`src/common/gppc_pkg.sv`:
```
// Purpose: Constants for the general-purpose register page and its pins.
// Assumes: 16-bit management registers, 5-bit register address.
// Notes:   Behaviour list below; offsets are page-local register numbers.
// Behaviour
// - Page value 0x0010 maps all addresses except 0x1F to page
// - Page value 0x0000 restores main page
// - Page registers hidden under any other page
// - Bit 13 active-low power-down pin enable
// - Bit 12 drives power-down pin when output
// - Bit 11 reads sampled power-down pin level
// - Bit 9 tri-states LED high level
// - Input register bits 1:0 read pins
// - Output register bits 1:0 drive pins
// - Direction bits 1:0, one means output
// - Bit 10 stores and returns written value
package gppc_pkg;
    localparam int           GPPC_AW           = 5;
    localparam int           GPPC_DW           = 16;
    localparam logic [4:0]   GPPC_PAGE_ADDR    = 5'h1F;
    localparam logic [15:0]  GPPC_PAGE_MAIN    = 16'h0000;
    localparam logic [15:0]  GPPC_PAGE_GENERAL = 16'h0010;
    localparam logic [4:0]   GPPC_PDC_ADDR     = 5'h0E;
    localparam logic [4:0]   GPPC_GIN_ADDR     = 5'h0F;
    localparam logic [4:0]   GPPC_GOUT_ADDR    = 5'h10;
    localparam logic [4:0]   GPPC_GDIR_ADDR    = 5'h11;
    localparam int           GPPC_PDC_OEN_BIT  = 13;
    localparam int           GPPC_PDC_OUT_BIT  = 12;
    localparam int           GPPC_PDC_IN_BIT   = 11;
    localparam int           GPPC_PDC_RSV_BIT  = 10;
    localparam int           GPPC_PDC_LEDT_BIT = 9;
    localparam logic         GPPC_PDC_OEN_RST  = 1'h1;
    localparam logic         GPPC_PDC_OUT_RST  = 1'h0;
    localparam logic         GPPC_PDC_RSV_RST  = 1'h0;
    localparam logic         GPPC_PDC_LEDT_RST = 1'h0;
    localparam int           GPPC_NPINS        = 2;
    localparam logic [1:0]   GPPC_GOUT_RST     = 2'h0;
    localparam logic [1:0]   GPPC_GDIR_RST     = 2'h0;
endpackage

```
`src/rtl/gppc_top.sv`:
```
// Purpose: General-purpose register page with pin controls.
// Assumes: Pin inputs synchronous to mclk; reads answer one cycle later.
// Notes:   The main page lies outside; main_sel tells it to answer.
`timescale 1ns/1ps
module gppc_top
    import gppc_pkg::*;
#(
    parameter int NPINS = GPPC_NPINS
) (
    input  wire logic                          mclk,
    input  wire logic                          rstn,
    input  wire logic                          clk_en,
    input  wire logic [gppc_pkg::GPPC_AW-1:0]  addr,
    input  wire logic [gppc_pkg::GPPC_DW-1:0]  wdata,
    input  wire logic                          wr,
    input  wire logic                          rd,
    output logic      [gppc_pkg::GPPC_DW-1:0]  rdata,
    output logic                               main_sel,
    input  wire logic                          power_down_hold_pin_in,
    output logic                               power_down_hold_pin_out,
    output logic                               power_down_hold_pin_oe,
    output logic                               led_tristate,
    input  wire logic [NPINS-1:0]              gp_pin_in,
    output logic      [NPINS-1:0]              gp_pin_out,
    output logic      [NPINS-1:0]              gp_pin_oe
);
    import gppc_pkg::*;

    initial begin
        if (NPINS != GPPC_NPINS) begin
            $error("gppc_top: NPINS must be 2");
        end
    end

    logic [GPPC_DW-1:0] page;
    logic               pd_oen;
    logic               pd_rsv;
    logic               pd_in;
    logic [NPINS-1:0]   gp_in;
    logic               gen_sel;
    logic [GPPC_DW-1:0] next_rdata;

    assign gen_sel = (page == GPPC_PAGE_GENERAL);

    function automatic logic hit(input logic [GPPC_AW-1:0] a,
                                 input logic [GPPC_AW-1:0] r);
        hit = gen_sel && (a == r) && (a != GPPC_PAGE_ADDR);
    endfunction

    always_ff @(posedge mclk or negedge rstn) begin
        if (!rstn) begin
            page <= GPPC_PAGE_MAIN;
        end else if (clk_en && wr && addr == GPPC_PAGE_ADDR) begin
            page <= wdata;
        end
    end

    // Main-page flag is registered so it stays a flip-flop output.
    always_ff @(posedge mclk or negedge rstn) begin
        if (!rstn) begin
            main_sel <= 1'b1;
        end else if (clk_en) begin
            main_sel <= !(wr && addr == GPPC_PAGE_ADDR) ? !gen_sel
                      : (wdata != GPPC_PAGE_GENERAL);
        end
    end

    // Power-down pin control register.
    always_ff @(posedge mclk or negedge rstn) begin
        if (!rstn) begin
            pd_oen                  <= GPPC_PDC_OEN_RST;
            power_down_hold_pin_oe  <= ~GPPC_PDC_OEN_RST;
            power_down_hold_pin_out <= GPPC_PDC_OUT_RST;
            pd_rsv                  <= GPPC_PDC_RSV_RST;
            led_tristate            <= GPPC_PDC_LEDT_RST;
        end else if (clk_en && wr && hit(addr, GPPC_PDC_ADDR)) begin
            pd_oen                  <= wdata[GPPC_PDC_OEN_BIT];
            power_down_hold_pin_oe  <= ~wdata[GPPC_PDC_OEN_BIT];
            power_down_hold_pin_out <= wdata[GPPC_PDC_OUT_BIT];
            pd_rsv                  <= wdata[GPPC_PDC_RSV_BIT];
            led_tristate            <= wdata[GPPC_PDC_LEDT_BIT];
        end
    end

    // General pin output and direction.
    always_ff @(posedge mclk or negedge rstn) begin
        if (!rstn) begin
            gp_pin_out <= GPPC_GOUT_RST;
            gp_pin_oe  <= GPPC_GDIR_RST;
        end else if (clk_en && wr) begin
            if (hit(addr, GPPC_GOUT_ADDR)) begin
                gp_pin_out <= wdata[NPINS-1:0];
            end
            if (hit(addr, GPPC_GDIR_ADDR)) begin
                gp_pin_oe <= wdata[NPINS-1:0];
            end
        end
    end

    // Pins are synchronous, so one sampling stage suffices.
    always_ff @(posedge mclk or negedge rstn) begin
        if (!rstn) begin
            pd_in <= 1'b0;
            gp_in <= '0;
        end else if (clk_en) begin
            pd_in <= power_down_hold_pin_in;
            gp_in <= gp_pin_in;
        end
    end

    always_comb begin
        next_rdata = '0;
        if (addr == GPPC_PAGE_ADDR) begin
            next_rdata = page;
        end else if (hit(addr, GPPC_PDC_ADDR)) begin
            next_rdata[GPPC_PDC_OEN_BIT]  = pd_oen;
            next_rdata[GPPC_PDC_OUT_BIT]  = power_down_hold_pin_out;
            next_rdata[GPPC_PDC_IN_BIT]   = pd_in;
            next_rdata[GPPC_PDC_RSV_BIT]  = pd_rsv;
            next_rdata[GPPC_PDC_LEDT_BIT] = led_tristate;
        end else if (hit(addr, GPPC_GIN_ADDR)) begin
            next_rdata[NPINS-1:0] = gp_in;
        end else if (hit(addr, GPPC_GOUT_ADDR)) begin
            next_rdata[NPINS-1:0] = gp_pin_out;
        end else if (hit(addr, GPPC_GDIR_ADDR)) begin
            next_rdata[NPINS-1:0] = gp_pin_oe;
        end
    end

    always_ff @(posedge mclk or negedge rstn) begin
        if (!rstn) begin
            rdata <= '0;
        end else if (clk_en) begin
            rdata <= rd ? next_rdata : '0;
        end
    end
endmodule

```
`config.mk`:
```
export PLATFORM = sky130hd
export DESIGN_NAME = gppc_top
export DESIGN_NICKNAME = d
export VERILOG_FILES = /design/src/common/gppc_pkg.sv /design/src/rtl/gppc_top.sv
export SDC_FILE = /design/constraint.sdc
export NUM_CORES = 1
export LEC_CHECK = 0
export BUFFER_PORTS_ARGS = -buffer_cell sky130_fd_sc_hd__buf_2
export CAP_MARGIN = 10
export CORE_AREA = 2 2 69 71
export CTS_CLUSTER_DIAMETER = 200
export CTS_CLUSTER_SIZE = 16
export DETAILED_ROUTE_END_ITERATION = 16
export DIE_AREA = 0 0 71 73
export GPL_TIMING_DRIVEN = 0
export PLACE_DENSITY_LB_ADDON = 0.25
export SETUP_SLACK_MARGIN = 0.5
export SKIP_LAST_GASP = 1
export SLEW_MARGIN = 20
export SYNTH_ARGS = -nofsm -noshare
export SYNTH_HDL_FRONTEND = slang
export SYNTH_SLANG_ARGS = --single-unit
```
`constraint.sdc`:
```
create_clock -name mclk -period 1.89 [get_ports mclk]
set_input_delay 0.567 -clock mclk [delete_from_list [all_inputs] [get_ports mclk]]
set_output_delay 0.567 -clock mclk [all_outputs]
set_load 0.02 [all_outputs]
```
# Word level (Yosys, flattened, before mapping)
# Cells that the tools add are included.
# classes
addsub,0
multipliers,0
div_mod_pow,0
n_lt_le_gt_ge,0
n_eq_ne,8
shift,0
muxes,11
bitwise,1
n_reduce_logical,15
# ops
cell,count
$eq A16 B5 Y1 const B,1
$mux W16,1
$ne A16 B5 Y1 const B,1
$eq A5 B5 Y1 const B,3
$logic_and A1 B1 Y1,12
$mux W2,6
$eq A5 B4 Y1 const B,2
$mux W5,2
$mux W7,1
$ne A5 B5 Y1 const B,1
$reduce_and A2 Y1,2
$logic_not A1 Y1,1
$mux W1,1
$not A1 Y1,1
# word_totals
ff_bits,45
latchBits,0
ram_bits,0
mem_bits_ro,0
inputBits,29
output_inout_bits,24
word_cells,47
memories,0

# Logic depth before layout (Yosys ltp)
# depth
depth_word,9
ltp_mapped,5
mapped_depth_nobuf,5

# Least setup slack after synthesis
# No wires, ideal clock.
# synth_path
path_type,input-to-reg
start,input port addr[2] (netlist bit)
end,register gp_pin_oe[0]
setup_ns,0.125
arrival_ns,2.067
required_ns,1.765
setup_slack_ns,-0.302
path_stages,3
n_path_buf,0
cell_sequence,or4b_2 or4_4 mux2_4
# synth_via
elab_chain_len,4
elab_cells_between_ends,5
cone_classes,2 x eq/ne; 3 x reduce/logical
# synth_rtl
element,line_no,source
from (decl),gppc_top.sv:13,"input wire logic [gppc_pkg::GPPC_AW-1:0] addr,"
$eq A5 B5 Y1,gppc_top.sv:47,hit = gen_sel && (a == r) && (a != GPPC_PAGE_ADDR);
$logic_and A1 B1 Y1,gppc_top.sv:47,
$logic_and A1 B1 Y1 *,gppc_top.sv:47,
$reduce_and A2 Y1 (no line) *,n/a,
to (signal assigned),gppc_top.sv:95,gp_pin_oe <= wdata[NPINS-1:0];
to (decl),gppc_top.sv:25,output logic [NPINS-1:0] gp_pin_oe
# Every way passes the cells marked *; elsewhere a longest branch is shown, timed or not.
# A chain may end at the register's enable or synchronous reset.

# Final worst setup path
# layout_path
start,register page[5]
end,register gp_pin_oe[0]
# layout_via
elab_chain_len,4
# layout_rtl
element,line_no,source
from (decl),gppc_top.sv:35,logic [GPPC_DW-1:0] page;
from (signal assigned),gppc_top.sv:54,page <= wdata;
$eq A16 B5 Y1,gppc_top.sv:43,assign gen_sel = (page == GPPC_PAGE_GENERAL);
$logic_and A1 B1 Y1 (2 in series),gppc_top.sv:47,
$reduce_and A2 Y1 (no line),n/a,
# Every way passes these cells.

==> impl_results.md <==
* Number of clock sinks at 45
* 1st-iter DRT viols at 107
* Syn Inst Count at 148
* Final period demand of the worst path at 2.05 ns
* DP Wirelength at 3470 µm
* CORE AREA at 4540 µm²
* Share of the synthesized area in the top cell type at 0.551
* Pre-CTS setup slack at -0.300 ns
* DIE HEIGHT at 73 µm
* #FFs+latches synth at 45
* Fin nets at 275
* Avg WL per Cell at 18.4 µm
* Antenna viol nets, final at 0
* Crit path capture type: flop
* Max_cap viols at 0
* Failing checks: setup timing
* Netlist cell types at 32
* Met2 wire length at 2760 µm
* IO Count at 53
* Fmax at 489 MHz
* Die Wd at 71 µm
* # DRC at 0
* Worst Path Arrival at 2.23 ns
* Vias/cell at 5.46
* Starting density of the core at 0.431
* # port buffers at 51
* Final Util at 0.685
* FP Rows at 25
* Setup TNS at -1.36 ns
* Drt first pass iters at 4
* H-tree depth at 2
* Ratio of cells with drive above 1 in the final layout at 0.623
* Synth top area cells: dfrtp_1, mux2_2, a22o_1
* Met1 Wirelength at 2350 µm
* Outcome: complete, but fails checks
* WL met3 at 311 µm
* Total die area at 5180 µm²
* Slew HR at 0.618
* CP Class: flop to flop
* Leakage Power at 1.57 nW
* Vias in the first global route at 1,703
* Power Dens Cells at 744 nW/µm²
* Register area share after synthesis at 0.578
* Worst-Margin Slew at 0.573 ns
* Antenna violations before repair at 0
* DR top layer: met4
* Clock Latency Late Sink at 0.30 ns
* RSZ-0062 raised after global routing: true
* Yosys warns at 0
* Placer Congestion at 0.877
* CTS tree: done
* DRT Wirelength at 5530 µm
* Largest net degree at the start of global routing at 46
* Hold buffers post-CTS at 0
* Final setup viols at 16
* Area Overhead vs Synth at 59.1%
* TritonCTS buffer count at 5
* Total congestion overflow at 0
* Final hold vios at 0
* Total global-route track usage at 0.218
* Fin crit share at 1.08
* Syn Area/Cell at 13.2 µm²
* First-pass GRT wire length at 8580 µm
* Diodes inserted at 0
* Setup ws final at -0.156 ns
* Req. time, crit path at 2.08 ns
* CP startpoint kind: flop
* Max IR drop VDD at 0.000472 V
* Max Slew Vio Count at 0
* Synthesized area at 1950 µm²
* Critical Path Fanout Max at 3
* CTS max path bufs at 2
* Clock skew at 0.00796 ns
* CTS clk-pin slew, worst paths at 0.08 ns
* Worst Hold Class: input port to async pin
* Via count at 1,642
* Syn_nets at 177
* Yosys top cell by area: dfrtp_1
* Clock root buffer master: clkbuf_8
-- metal layers --
metal,GRT usage,vias up
li1,-,747
met1,0.297,822
met2,0.350,63
met3,0.0414,10
met4,0.0818,0
met5,0,-
-- synth_stat cells, drive strengths merged --
cell type   n
a21o        2
a221o       5
a22o       11
and3        3
and4b       1
buf         2
clkbuf      3
dfrtp      43
dfstp       2
inv         4
mux2       26
mux2i       4
nand2       7
nand3       5
nand4       1
nor2        5
nor2b       5
nor3        3
nor4        5
nor4b       1
o21ai       4
or4         4
or4b        2
-- flip-flops by register name (all words and copies together) (netlist names) --
register / count
gp_pin_oe: 2
power_down_hold_pin_oe: 1
pd_oen: 1
power_down_hold_pin_out: 1
led_tristate: 1
page: 16
pd_rsv: 1
main_sel: 1
pd_in: 1
rdata: 16
gp_in: 2
gp_pin_out: 2
-- critical path, stage by stage, from the launching register on --
cell and delay [ns]:
dfrtp_1 0.41, or4b_4 0.60, nor2_4 0.13, nand2_2 0.06, or4_4 0.44, mux2_4 0.31
-- logic make-up (layout without fill, tap and decap cells) --
group	Yosys count	after routing	share of synthesized area
AOI/OAI and AO/OA	22	22	0.0935
muxes	30	30	0.174
buffers and inverters	9	108	0.0179
and+or+nand+nor	42	42	0.136
DFF	45	45	0.578
-- layout make-up --
class / instances / area, µm²
buffer: 5 / 43.8
clock buffer: 5 / 68.8
fill: 341 / 1430
sequential: 45 / 1130
multi-input combinational: 94 / 958
tap: 54 / 67.6
inverter: 4 / 15.0
timing repair buffer: 91 / 759
clock inverter: 3 / 65.1
-- where the power goes --
| group | internal [mW] | switching [mW] | total, mW |
|---|---|---|---|
| combinational | 0.221 | 0.175 | 0.397 |
| clock | 0.525 | 0.325 | 0.850 |
| sequential | 1.02 | 0.0452 | 1.06 |
| total | 1.77 | 0.545 | 2.31 |
-- final timing paths --
kind,from,to,slack (ns),cells past startpoint
worst max-delay path,page[5],gp_pin_oe[0],-0.16,5
worst min-delay path,rstn,gp_pin_oe[1],0.25,1
worst max register to register,page[5],gp_pin_oe[0],-0.16,5
worst min register to register,main_sel,main_sel,0.49,2
max in group asynchronous,rstn,rdata[11],1.24,1
min in group mclk,main_sel,main_sel,0.49,2
-- metrics by stage --
| step | area, µm² | instances | power, mW | hold slack, ns |
|---|---|---|---|---|
| 6_report | 3110 | 301 | 2.31 | 0.255 |
| 3_3_place_gp | 2330 | 253 | 1.30 | 0.464 |
| 4_1_cts | 2960 | 287 | 2.27 | 0.463 |
| 2_1_floorplan | 2010 | 148 | 1.21 | 0.271 |
| 3_5_place_dp | 2330 | 253 | 1.32 | 0.469 |
| 5_1_grt | 3110 | 301 | 2.40 | 0.294 |
-- cell usage in the layout (no fill, tap or decap), types with 5 or more instances in the layout --
| cell type | instances |
|---|---|
| mux2_2 | 8 |
| a221o_1 | 5 |
| a22o_1 | 10 |
| buf_4 | 33 |
| dfrtp_1 | 43 |
| buf_6 | 34 |
| nor2b_1 | 5 |
| buf_2 | 24 |
| clkbuf_8 | 5 |
| mux2_4 | 18 |
| nand2_1 | 6 |
-- what timing repair did --
action	CTS	global route
gates cloned	1	0
endpoints found under the setup margin	65	66
pin swaps	13	13
buffers inserted	25	14
resized for setup	80	10
No activity file was read; power rests on OpenSTA's default activity.
